$ cat src/vrc_pkg.sv
// Constants, types and helpers for the vectored request controller.
// Assumes a single 50 MHz clock, synchronous reset, AXI4-Lite slave access.
package vrc_pkg;

	// ****************************************************************
	// Sizes
	// ****************************************************************
	localparam int VRC_N = 32;
	localparam int VRC_PW = 4;
	localparam int VRC_WIN_BITS = 14;
	localparam logic [31:0] VRC_BASE = 32'hFFFF_C000;

	// ****************************************************************
	// Register offsets inside the window
	// ****************************************************************
	localparam logic [13:0] OFF_VEC_STAT = 14'h0000;
	localparam logic [13:0] OFF_FAST_STAT = 14'h0004;
	localparam logic [13:0] OFF_RAW = 14'h0008;
	localparam logic [13:0] OFF_CLASS = 14'h000C;
	localparam logic [13:0] OFF_ENABLE = 14'h0010;
	localparam logic [13:0] OFF_VEC_ADDR = 14'h0014;
	localparam logic [13:0] OFF_DEF_VEC = 14'h0018;
	localparam logic [13:0] OFF_EVT_STAT = 14'h001C;
	localparam logic [13:0] OFF_EVT_MASK = 14'h0020;
	localparam logic [13:0] OFF_VEC_TAB = 14'h0100;
	localparam logic [13:0] OFF_PRIO_TAB = 14'h0200;

	// ****************************************************************
	// Reset values and event bits
	// ****************************************************************
	localparam logic [31:0] RST_WORD = 32'h0000_0000;
	localparam logic [3:0] RST_PRIO = 4'hF;
	localparam int EVT_W = 3;
	localparam int EVT_FAST_RISE = 0;
	localparam int EVT_NORM_RISE = 1;
	localparam int EVT_BUS_ERR = 2;
	localparam logic [2:0] RST_EVT = 3'h0;

	// ****************************************************************
	// Bus answers
	// ****************************************************************
	localparam logic [1:0] RESP_OKAY = 2'h0;
	localparam logic [1:0] RESP_SLVERR = 2'h2;

	// Outcome of the vectored priority search
	typedef struct packed {
		logic valid;
		logic [4:0] idx;
		logic [VRC_PW-1:0] prio;
	} vrc_pick_t;

	// Merge a write into a word under byte strobes
	function automatic logic [31:0] vrc_strobe(input logic [31:0] old_w,
		input logic [31:0] new_w, input logic [3:0] strb);
		logic [31:0] res;
		res = old_w;
		for (int b = 0; b < 4; b++) begin
			if (strb[b]) begin
				res[8*b +: 8] = new_w[8*b +: 8];
			end
		end
		return res;
	endfunction : vrc_strobe

endpackage : vrc_pkg

$ cat src/vrc_arbiter.sv
// Priority search over the pending vectored requests.
// Assumes a lower priority value means more urgent; purely combinational.
`timescale 1ns/100ps
module vrc_arbiter import vrc_pkg::*; (
	input wire logic [VRC_N-1:0] pend, // Pending vectored requests
	input wire logic [VRC_PW-1:0] prio [VRC_N], // Priority per input
	output vrc_pick_t winner // Best pending request
);

	// ****************************************************************
	// Search
	// ****************************************************************
	// Walk from the top down so an equal value lets the lower index win
	always_comb begin
		winner = '0;
		for (int i = VRC_N - 1; i >= 0; i--) begin
			if (pend[i] && (!winner.valid || prio[i] <= winner.prio)) begin
				winner.valid = 1'b1;
				winner.idx = 5'(i);
				winner.prio = prio[i];
			end
		end
	end

endmodule : vrc_arbiter

$ cat src/vrc_controller.sv
// Vectored request controller with AXI4-Lite register access.
// Assumes request inputs come from logic on CLK and stay high until served.
`timescale 1ns/100ps
module vrc_controller import vrc_pkg::*; (
	input wire logic CLK, // System clock, 50 MHz
	input wire logic RESET, // Synchronous reset, active high
	input wire logic [VRC_N-1:0] IRQ_IN, // Peripheral request lines
	output logic FAST_REQUEST_OUTPUT, // Fast request to the core
	output logic NORMAL_REQUEST_OUTPUT, // Normal request to the core
	output logic EVT_IRQ, // Event interrupt, level
	input wire logic [31:0] S_AXI_AWADDR, // Write address
	input wire logic S_AXI_AWVALID, // Write address valid
	output logic S_AXI_AWREADY, // Write address ready
	input wire logic [31:0] S_AXI_WDATA, // Write data
	input wire logic [3:0] S_AXI_WSTRB, // Write byte strobes
	input wire logic S_AXI_WVALID, // Write data valid
	output logic S_AXI_WREADY, // Write data ready
	output logic [1:0] S_AXI_BRESP, // Write response
	output logic S_AXI_BVALID, // Write response valid
	input wire logic S_AXI_BREADY, // Write response ready
	input wire logic [31:0] S_AXI_ARADDR, // Read address
	input wire logic S_AXI_ARVALID, // Read address valid
	output logic S_AXI_ARREADY, // Read address ready
	output logic [31:0] S_AXI_RDATA, // Read data
	output logic [1:0] S_AXI_RRESP, // Read response
	output logic S_AXI_RVALID, // Read data valid
	input wire logic S_AXI_RREADY // Read data ready
);

	// ****************************************************************
	// Configuration state
	// ****************************************************************
	logic [31:0] class_reg;
	logic [31:0] enable_reg;
	logic [31:0] def_vec_reg;
	logic [EVT_W-1:0] evt_stat_reg;
	logic [EVT_W-1:0] evt_mask_reg;
	logic [31:0] vec_tab_reg [VRC_N];
	logic [VRC_PW-1:0] prio_tab_reg [VRC_N];
	logic fast_q_reg;
	logic norm_q_reg;

	// ****************************************************************
	// Request classification
	// ****************************************************************
	logic [31:0] active;
	logic [31:0] fast_act;
	logic [31:0] norm_act;
	logic [31:0] vec_addr;
	vrc_pick_t pick;

	assign active = IRQ_IN & enable_reg;
	assign fast_act = active & class_reg;
	assign norm_act = active & ~class_reg;
	// Fast class is removed from the vectored search, so it always outranks it
	assign FAST_REQUEST_OUTPUT = |fast_act;
	assign NORMAL_REQUEST_OUTPUT = |norm_act;

	vrc_arbiter vrc_arbiter_inst (
		.pend(norm_act),
		.prio(prio_tab_reg),
		.winner(pick)
	);

	// Empty search answers with the default handler address
	assign vec_addr = pick.valid ? vec_tab_reg[pick.idx] : def_vec_reg;

	// ****************************************************************
	// Write channel
	// ****************************************************************
	logic aw_hold_reg;
	logic w_hold_reg;
	logic [31:0] aw_addr_reg;
	logic [31:0] w_data_reg;
	logic [3:0] w_strb_reg;
	logic bvalid_reg;
	logic [1:0] bresp_reg;
	logic aw_fire;
	logic w_fire;
	logic do_write;

	assign S_AXI_AWREADY = !aw_hold_reg && !bvalid_reg;
	assign S_AXI_WREADY = !w_hold_reg && !bvalid_reg;
	assign aw_fire = S_AXI_AWVALID && S_AXI_AWREADY;
	assign w_fire = S_AXI_WVALID && S_AXI_WREADY;
	assign do_write = aw_hold_reg && w_hold_reg && !bvalid_reg;
	assign S_AXI_BVALID = bvalid_reg;
	assign S_AXI_BRESP = bresp_reg;

	always_ff @(posedge CLK) begin
		if (RESET || do_write) begin
			aw_hold_reg <= 1'b0;
		end else if (aw_fire) begin
			aw_hold_reg <= 1'b1;
		end
	end

	always_ff @(posedge CLK) begin
		if (RESET || do_write) begin
			w_hold_reg <= 1'b0;
		end else if (w_fire) begin
			w_hold_reg <= 1'b1;
		end
	end

	always_ff @(posedge CLK) begin
		if (aw_fire) begin
			aw_addr_reg <= S_AXI_AWADDR;
		end
		if (w_fire) begin
			w_data_reg <= S_AXI_WDATA;
			w_strb_reg <= S_AXI_WSTRB;
		end
	end

	// ****************************************************************
	// Write decode
	// ****************************************************************
	// Window check keeps the block to its own 16 kB slot on the main bus
	logic [13:0] wr_off;
	logic wr_in_win;
	logic wr_class;
	logic wr_enable;
	logic wr_def_vec;
	logic wr_evt_stat;
	logic wr_evt_mask;
	logic wr_vec_tab;
	logic wr_prio_tab;
	logic wr_ro;
	logic wr_ok;
	logic [4:0] wr_idx;
	logic [31:0] wr_word;

	assign wr_off = aw_addr_reg[VRC_WIN_BITS-1:0];
	assign wr_in_win = aw_addr_reg[31:VRC_WIN_BITS] ==
		VRC_BASE[31:VRC_WIN_BITS];
	assign wr_idx = wr_off[6:2];
	assign wr_class = wr_in_win && wr_off == OFF_CLASS;
	assign wr_enable = wr_in_win && wr_off == OFF_ENABLE;
	assign wr_def_vec = wr_in_win && wr_off == OFF_DEF_VEC;
	assign wr_evt_stat = wr_in_win && wr_off == OFF_EVT_STAT;
	assign wr_evt_mask = wr_in_win && wr_off == OFF_EVT_MASK;
	assign wr_vec_tab = wr_in_win && wr_off[13:7] == OFF_VEC_TAB[13:7];
	assign wr_prio_tab = wr_in_win && wr_off[13:7] == OFF_PRIO_TAB[13:7];
	// Status words other than the event status take writes with no effect
	assign wr_ro = wr_in_win && (wr_off == OFF_VEC_STAT ||
		wr_off == OFF_FAST_STAT || wr_off == OFF_RAW ||
		wr_off == OFF_VEC_ADDR);
	assign wr_ok = wr_class || wr_enable || wr_def_vec || wr_evt_stat ||
		wr_evt_mask || wr_vec_tab || wr_prio_tab || wr_ro;
	assign wr_word = vrc_strobe(RST_WORD, w_data_reg, w_strb_reg);

	always_ff @(posedge CLK) begin
		if (RESET) begin
			bvalid_reg <= 1'b0;
			bresp_reg <= RESP_OKAY;
		end else if (do_write) begin
			bvalid_reg <= 1'b1;
			bresp_reg <= wr_ok ? RESP_OKAY : RESP_SLVERR;
		end else if (S_AXI_BREADY) begin
			bvalid_reg <= 1'b0;
		end
	end

	// ****************************************************************
	// Configuration registers
	// ****************************************************************
	// Class and priority may change at any time; they act on the next cycle
	always_ff @(posedge CLK) begin
		if (RESET) begin
			class_reg <= RST_WORD;
			enable_reg <= RST_WORD;
			def_vec_reg <= RST_WORD;
			evt_mask_reg <= RST_EVT;
		end else if (do_write) begin
			if (wr_class) begin
				class_reg <= vrc_strobe(class_reg, w_data_reg,
					w_strb_reg);
			end
			if (wr_enable) begin
				enable_reg <= vrc_strobe(enable_reg, w_data_reg, w_strb_reg);
			end
			if (wr_def_vec) begin
				def_vec_reg <= vrc_strobe(def_vec_reg, w_data_reg,
					w_strb_reg);
			end
			if (wr_evt_mask) begin
				evt_mask_reg <= wr_word[EVT_W-1:0];
			end
		end
	end

	always_ff @(posedge CLK) begin
		if (RESET) begin
			for (int i = 0; i < VRC_N; i++) begin
				vec_tab_reg[i] <= RST_WORD;
				prio_tab_reg[i] <= RST_PRIO;
			end
		end else if (do_write) begin
			if (wr_vec_tab) begin
				vec_tab_reg[wr_idx] <= vrc_strobe(vec_tab_reg[wr_idx],
					w_data_reg, w_strb_reg);
			end
			if (wr_prio_tab && w_strb_reg[0]) begin
				prio_tab_reg[wr_idx] <= w_data_reg[VRC_PW-1:0];
			end
		end
	end

	// ****************************************************************
	// Events
	// ****************************************************************
	logic [EVT_W-1:0] evt_set;
	logic [EVT_W-1:0] evt_clr;
	logic rd_err;

	assign evt_set[EVT_FAST_RISE] = FAST_REQUEST_OUTPUT && !fast_q_reg;
	assign evt_set[EVT_NORM_RISE] = NORMAL_REQUEST_OUTPUT && !norm_q_reg;
	assign evt_set[EVT_BUS_ERR] = (do_write && !wr_ok) || rd_err;
	assign evt_clr = (do_write && wr_evt_stat) ? wr_word[EVT_W-1:0] : '0;
	assign EVT_IRQ = |(evt_stat_reg & evt_mask_reg);

	always_ff @(posedge CLK) begin
		if (RESET) begin
			fast_q_reg <= 1'b0;
			norm_q_reg <= 1'b0;
			evt_stat_reg <= RST_EVT;
		end else begin
			fast_q_reg <= FAST_REQUEST_OUTPUT;
			norm_q_reg <= NORMAL_REQUEST_OUTPUT;
			// A new event wins over a clear in the same cycle
			evt_stat_reg <= (evt_stat_reg & ~evt_clr) | evt_set;
		end
	end

	// ****************************************************************
	// Read channel
	// ****************************************************************
	logic rvalid_reg;
	logic [31:0] rdata_reg;
	logic [1:0] rresp_reg;
	logic ar_fire;
	logic [13:0] rd_off;
	logic [4:0] rd_idx;
	logic rd_in_win;
	logic rd_hit;
	logic [31:0] rd_word;

	assign S_AXI_ARREADY = !rvalid_reg;
	assign ar_fire = S_AXI_ARVALID && S_AXI_ARREADY;
	assign rd_off = S_AXI_ARADDR[VRC_WIN_BITS-1:0];
	assign rd_idx = rd_off[6:2];
	assign rd_in_win = S_AXI_ARADDR[31:VRC_WIN_BITS] ==
		VRC_BASE[31:VRC_WIN_BITS];
	assign rd_err = ar_fire && !rd_hit;
	assign S_AXI_RVALID = rvalid_reg;
	assign S_AXI_RDATA = rdata_reg;
	assign S_AXI_RRESP = rresp_reg;

	always_comb begin
		rd_hit = rd_in_win;
		rd_word = RST_WORD;
		if (rd_off == OFF_VEC_STAT) begin
			rd_word = norm_act;
		end else if (rd_off == OFF_FAST_STAT) begin
			rd_word = fast_act;
		end else if (rd_off == OFF_RAW) begin
			rd_word = IRQ_IN;
		end else if (rd_off == OFF_CLASS) begin
			rd_word = class_reg;
		end else if (rd_off == OFF_ENABLE) begin
			rd_word = enable_reg;
		end else if (rd_off == OFF_VEC_ADDR) begin
			rd_word = vec_addr;
		end else if (rd_off == OFF_DEF_VEC) begin
			rd_word = def_vec_reg;
		end else if (rd_off == OFF_EVT_STAT) begin
			rd_word[EVT_W-1:0] = evt_stat_reg;
		end else if (rd_off == OFF_EVT_MASK) begin
			rd_word[EVT_W-1:0] = evt_mask_reg;
		end else if (rd_off[13:7] == OFF_VEC_TAB[13:7]) begin
			rd_word = vec_tab_reg[rd_idx];
		end else if (rd_off[13:7] == OFF_PRIO_TAB[13:7]) begin
			rd_word[VRC_PW-1:0] = prio_tab_reg[rd_idx];
		end else begin
			rd_hit = 1'b0;
		end
	end

	always_ff @(posedge CLK) begin
		if (RESET) begin
			rvalid_reg <= 1'b0;
			rdata_reg <= RST_WORD;
			rresp_reg <= RESP_OKAY;
		end else if (ar_fire) begin
			rvalid_reg <= 1'b1;
			rdata_reg <= rd_hit ? rd_word : RST_WORD;
			rresp_reg <= rd_hit ? RESP_OKAY : RESP_SLVERR;
		end else if (S_AXI_RREADY) begin
			rvalid_reg <= 1'b0;
		end
	end

endmodule : vrc_controller

$ cat config.mk
export PLATFORM = sky130hd
export DESIGN_NAME = vrc_controller
export DESIGN_NICKNAME = d
export VERILOG_FILES = /design/src/vrc_pkg.sv /design/src/vrc_arbiter.sv /design/src/vrc_controller.sv
export SDC_FILE = /design/constraint.sdc
export NUM_CORES = 2
export LEC_CHECK = 0
export BUFFER_PORTS_ARGS = -buffer_cell sky130_fd_sc_hd__buf_4
export CAP_MARGIN = 20
export CORE_ASPECT_RATIO = 0.75
export CORE_UTILIZATION = 58
export DETAILED_ROUTE_END_ITERATION = 7
export GPL_TIMING_DRIVEN = 1
export PLACE_DENSITY_LB_ADDON = 0.15
export SETUP_SLACK_MARGIN = 0.1
export SLEW_MARGIN = 20
export SYNTH_ARGS = -nofsm -noshare
export SYNTH_HDL_FRONTEND = slang
export SYNTH_SLANG_ARGS = --single-unit
$ cat constraint.sdc
create_clock -name CLK -period 52.1 [get_ports CLK]
set_clock_uncertainty 0.2 [all_clocks]
set_input_delay 10.42 -clock CLK [delete_from_list [all_inputs] [get_ports CLK]]
set_output_delay 10.42 -clock CLK [all_outputs]
set_load 0.02 [all_outputs]
After elaboration in Yosys (flattened, before gate mapping)
Memory sizes are Yosys's and may differ from the RTL's.
Cells that the tools add are included.
{"block": "classes", "reduce_logical": 161, "bitwise_logic": 10, "n_lt_le_gt_ge": 34, "eq_ne": 26, "mux": 98}
{"operator": "$mux W10", "count": 32}
{"operator": "$mux W32", "count": 10}
{"operator": "$bwmux W128", "count": 1}
{"operator": "$mux W8", "count": 16}
{"operator": "$le A4 B4 Y1", "count": 31}
{"operator": "$eq A14 B5 Y1 const B", "count": 8}
{"operator": "$and A32 B32 Y32", "count": 3}
{"operator": "$reduce_or A32 Y1", "count": 3}
{"operator": "$mux W29", "count": 2}
{"operator": "$eq A14 B4 Y1 const B", "count": 4}
{"operator": "$logic_and A1 B1 Y1", "count": 53}
{"operator": "$logic_or A1 B1 Y1", "count": 43}
{"operator": "$logic_not A1 Y1", "count": 39}
{"operator": "$eq A18 B18 Y1 const B", "count": 2}
{"operator": "$reduce_and A3 Y1", "count": 12}
{"operator": "$not A32 Y32", "count": 1}
{"operator": "$eq A14 B3 Y1 const B", "count": 2}
{"operator": "$eq A14 B6 Y1 const B", "count": 2}
{"operator": "$logic_not A14 Y1", "count": 2}
{"operator": "$mux W28", "count": 1}
{"operator": "$mux W4", "count": 6}
{"operator": "$mux W1", "count": 21}
{"operator": "$bmux W4 S5", "count": 1}
{"operator": "$demux W4 S5", "count": 1}
{"operator": "15 further kinds", "count": 33}
{"block": "totals", "mem_bits_rw": 1024, "reg_bits": 340, "in_bits": 139, "elab_cells": 388, "mem_count": 1, "output_inout_bits": 44}
{"memory": "vec_tab_reg", "words": 32, "word_bits": 32, "read_ports": 2, "rd_clocked_by_memory_dff": 0, "wr": 32, "line_no": "vrc_controller.sv:38", "source": "logic [31:0] vec_tab_reg [VRC_N];"}

Longest topological paths before layout
An unclocked memory read counts as a cell.
{"block": "depth", "word_depth": 136, "ltp_mapped": 278, "ltp_nobuf": 265}

Modules after synthesis
A second synthesis with hierarchy kept.
{"block": "unflattened", "hier_cells": 6167, "hier_area_um2": 76140.5}
{"module": "vrc_controller", "n_inst": 1, "seq_area_each_um2": 38196.6, "area_each_um2": 69445.4, "cells_per_inst": 5216}
{"module": "vrc_arbiter", "n_inst": 1, "seq_area_each_um2": 0.0, "area_each_um2": 6695.2, "cells_per_inst": 951}

Worst setup path after synthesis
OpenSTA, ideal clock, no wires.
{"block": "synth_timing", "kind": "input-to-reg", "startpoint": "in IRQ_IN[31]", "endpoint": "reg rdata_reg[22], in the netlist S_AXI_RDATA[22]", "required_time_ns": 51.763, "n_path_buf": 14, "arrival_time_ns": 54.921, "stages": 257, "setup_ns": 0.137, "slack_ns": -3.157, "path_cell_list": "and3b_1 > buf_2 > nand2_1 > ha_1 > nor2b_1 > o211ai_1 > a31oi_2 > mux2i_1 > inv_1 > ha_1 > nor2b_1 > o211ai_1 > a211o_1 > and2_1 > clkbuf_1 > mux2_2 > ha_1 > nand4_1 > [221 not listed] > nor2b_1 > o21ai_0 > nand2b_1 > a21oi_1 > a41o_1 > o21ai_0 > nor2b_1 > inv_1 > a211oi_2 > and3_1 > buf_2 > buf_4 > buf_2 > nand3_1 > nand3_1 > a41oi_1 > o41ai_1 > a31oi_1"}
{"block": "synth_between", "elab_chain_cells": 136, "elab_cells_between_ends": 167, "classes_between": "order compare: 31; mux: 40; bitwise: 2; reduce/logical: 93; memory: 1"}
{"item": "from (decl)", "line_no": "vrc_controller.sv:7", "source": "input wire logic [VRC_N-1:0] IRQ_IN,"}
{"item": "$and A32 B32 Y32 *", "line_no": "vrc_controller.sv:52", "source": "assign active = IRQ_IN & enable_reg;"}
{"item": "$and A32 B32 Y32 *", "line_no": "vrc_controller.sv:54", "source": "assign norm_act = active & ~class_reg;"}
{"item": "$mux W10 *", "line_no": "vrc_arbiter.sv:17", "source": "if (pend[i] && (!winner.valid || prio[i] <= winner.prio)) begin"}
{"item": "$le A4 B4 Y1 / $logic_not A1 Y1 (equally long branches)", "line_no": "vrc_arbiter.sv:17"}
{"item": "$logic_or A1 B1 Y1", "line_no": "vrc_arbiter.sv:17"}
{"item": "$logic_and A1 B1 Y1", "line_no": "vrc_arbiter.sv:17"}
{"item": "$mux W10 *", "line_no": "vrc_arbiter.sv:17"}
{"item": "$le A4 B4 Y1 / $logic_not A1 Y1 (equally long branches)", "line_no": "vrc_arbiter.sv:17"}
{"item": "[120 not listed]"}
{"item": "$mux W32 *", "line_no": "vrc_controller.sv:66", "source": "assign vec_addr = pick.valid ? vec_tab_reg[pick.idx] : def_vec_reg;"}
{"item": "$mux W32 *", "line_no": "vrc_controller.sv:273", "source": "end else if (rd_off == OFF_VEC_ADDR) begin"}
{"item": "$mux W32 *", "line_no": "vrc_controller.sv:271", "source": "end else if (rd_off == OFF_ENABLE) begin"}
{"item": "$mux W32 *", "line_no": "vrc_controller.sv:269", "source": "end else if (rd_off == OFF_CLASS) begin"}
{"item": "$mux W32 *", "line_no": "vrc_controller.sv:267", "source": "end else if (rd_off == OFF_RAW) begin"}
{"item": "$mux W32 *", "line_no": "vrc_controller.sv:265", "source": "end else if (rd_off == OFF_FAST_STAT) begin"}
{"item": "$mux W32 *", "line_no": "vrc_controller.sv:263", "source": "if (rd_off == OFF_VEC_STAT) begin"}
{"item": "$mux W32 *", "line_no": "vrc_controller.sv:297", "source": "rdata_reg <= rd_hit ? rd_word : RST_WORD;"}
{"item": "to (signal assigned)", "line_no": "vrc_controller.sv:297"}
{"item": "to (decl)", "line_no": "vrc_controller.sv:240", "source": "logic [31:0] rdata_reg;"}
Mark *: on every way between the ends. The rest lies on a longest branch, timed or not.
A chain may end at the register's enable or synchronous reset.

Worst setup path after layout
{"block": "layout_timing", "startpoint": "in IRQ_IN[31]", "endpoint": "reg rdata_reg[15], in the netlist S_AXI_RDATA[15]"}
The elaborated chain is that of the path after synthesis.

==> flow_metrics.tcl <==
set metrics [dict create \
    status "complete, but fails checks" \
    violations "DRC, setup timing" \
    ir_worst_vdd_uv 35.9 \
    min_path_type "reg -> reg" \
    multi_input_area_mm2 0.0411 \
    die_h_um 322 \
    wl_per_cell_um 33.5 \
    relSlewSlack_pct 10.0 \
    first_pass_iters 8 \
    worstPathRequired_ps 52620 \
    die_area_mm2 0.138 \
    largest_reg_flops 1024 \
    cp.buffers_inverters 28 \
    avgSynthCellArea_um2 10.4 \
    fin_ws_ps -1470 \
    crit_type "in -> reg" \
    slew_viol_final 0 \
    setup_viol 32 \
    stdcell_area_mm2 0.0958 \
    cts_tree "yes" \
    grt_pass1_vias 65800 \
    min_period_ps 53570 \
    slowest_delay_ps 440 \
    ys_ff_latch 1362 \
    seqCellArea_mm2 0.0382 \
    netlist_area_mm2 0.0791 \
    globalRouteTotalUtil_pct 46.6 \
    crit_family "compound AO/OA/AOI/OAI gates" \
    grt_pass1_wl_mm 465 \
    row_count 116 \
    area_growth_pct 21.0 \
    fin_nets 8279 \
    yosysSeqAreaShare_pct 48.3 \
    routed_wirelength_mm 333 \
    total_leakage_power_nw 39.6 \
    worstSetupEndpointType "flop" \
    grt-ovfl-total 0 \
    fin_util_pct 71.2 \
    hold_slack_ps 284 \
    synth.area.top_cells "edfxtp_1 (41%), mux4_2 (10%), and3_1 (8.5%)" \
    viasPerCell 7.28 \
    clk_latency_ps 820 \
    root_buffer "clkbuf_16" \
    fmax_mhz 18.7 \
    drt_iter0_drc 14000 \
    antenna_left 0 \
    rsz0062_at_grt "true" \
    yosysMostFrequentCell "nand2_1" \
    cts-htree-levels 4 \
    dpl.hpwl_mm 223 \
    path_common_cell "ha_4" \
    core_mm2 0.134 \
    worst_slew_pin_slew_ps 1350 \
    cp-start-kind "input pin" \
    arrival_ps 54090 \
    timing_hold_violations_final 0 \
    synth_warnings 0 \
    synth_edf_count 1092 \
    synthArstFlopShare_pct 0 \
    slowest_stage "a221o_2" \
    yosys.cell_types.count 104 \
    io_pins 183 \
    dr_total_vias 72200 \
    finalSetupTns_ps -41030 \
    drc_errors 2 \
    ys.flop_type "edfxtp_1" \
    maxCapViolations 0 \
    start_util_pct 58.9 \
    ys_top_cells_by_count "nand2_1 (1304), edfxtp_1 (1092), and3_1 (1072), nand3_1 (640), clkbuf_1 (569)" \
    power.density_mw_per_mm2 25.5 \
    synthCells 7573 \
    fillCellCount 9441 \
    place_ws_ps -3080 \
    grt_antenna_before_repair 17 \
    cts_buffers 140 \
    yosysTopAreaCellShare_pct 41.4 \
    portBuffers 180 \
    drive_above_1_share_pct 27.0 \
    place_congestion 1.06 \
    period_share_pct 103 \
    yosys.area.top_type "edfxtp_1" \
    clk_pin_slew_ps 60 \
    die_x_um 429 \
    dpl_cell_area_mm2 0.0870 \
    cts_max_path_buffers 3 \
    grt_max_degree 259 \
    crit_fanout 7 \
    clkSinkCount 1362 \
]
[logic make-up (layout without fill, tap and decap cells)]
group                      Yosys count  count (layout)  share of synthesized area (%)
buffers and inverters              866            1431                           4.41
other                                1              10                        0.00474
adders and majority gates          117             117                           1.83
AOI/OAI and AO/OA                  845             846                           7.43
and+or+nand+nor                   3635            3635                           22.9
muxes                              737             737                           15.1
xor gates and xnor gates            10              10                          0.111
DFF                               1362            1362                           48.3
[power by group]
part,internal [W],switching (W)
combinational,0.0000601,0.000135
sequential,0.00120,0.0000203
clock,0.000565,0.000456
total,0.00183,0.000612
[cells in the final DEF (no fill, tap or decap), types with 47 or more instances in the layout]
master / synthesis / final
a21oi_1: 156 / 116
and3_1: 1072 / 1068
buf_12: 0 / 70
buf_4: 24 / 915
buf_6: 3 / 50
clkbuf_16: 0 / 149
dfxtp_1: 270 / 270
edfxtp_1: 1092 / 1092
ha_1: 110 / 59
ha_4: 0 / 47
inv_1: 120 / 100
mux2i_1: 338 / 326
mux4_2: 360 / 360
nand2_1: 1304 / 1267
nand3_1: 640 / 570
nand3_2: 0 / 50
nand3b_1: 53 / 53
nand4_1: 57 / 57
nor2_1: 311 / 254
nor2_4: 1 / 47
o21ai_0: 181 / 140
[worst paths after layout]
kind / start / slack (ps) / cells after the start / end
hold / removal: evt_mask_reg[0]$_SDFFE_PP0P_ / 280 / 2 / evt_mask_reg[0]$_SDFFE_PP0P_
setup / recovery: IRQ_IN[31] / -1470 / 259 / S_AXI_RDATA[15]$_SDFFE_PP0P_
setup reg to reg: enable_reg[31]$_SDFFE_PP0P_ / 7780 / 258 / S_AXI_RDATA[15]$_SDFFE_PP0P_
hold reg to reg: evt_mask_reg[0]$_SDFFE_PP0P_ / 280 / 2 / evt_mask_reg[0]$_SDFFE_PP0P_
[layer usage]
metal / vias up / GRT usage [%] / wire, µm
li1: 29300 / - / -
met1: 35000 / 63.9 / 119000
met2: 6703 / 63.1 / 132000
met3: 1164 / 18.9 / 60200
met4: 6 / 24.0 / 20500
met5: - / 0 / 36
[area by class of cell]
class | instances | area share, %
antenna | 8 | 0.0209
clock buffer | 179 | 4.01
clock inverter | 73 | 0.636
inverter | 121 | 0.487
multi-input combinational | 5347 | 42.9
sequential | 1362 | 39.9
tap | 1770 | 2.31
timing repair buffer | 1058 | 9.72
[what timing repair did]
item                       4_1_cts  5_1_grt
gates resized for setup        186      303
hold buffers                     0        0
setup endpoints to repair       32       32
cloned                           7        4
pin swaps                       84      227
buffers inserted                86       95
[metrics by stage]
step                      total power, W  cells
after floorplan                  0.00134   7574
after CTS                        0.00242   9812
after global routing             0.00247   9913
after detailed placement         0.00143   9467
final                            0.00244   9918
after global placement           0.00143   9467
[worst min-delay path, stage by stage, from the launching register on]
cell	delay [ps]
dfxtp_1	330
nand2_1	60
a21oi_1	50
Power figures use the tool's default switching activity.
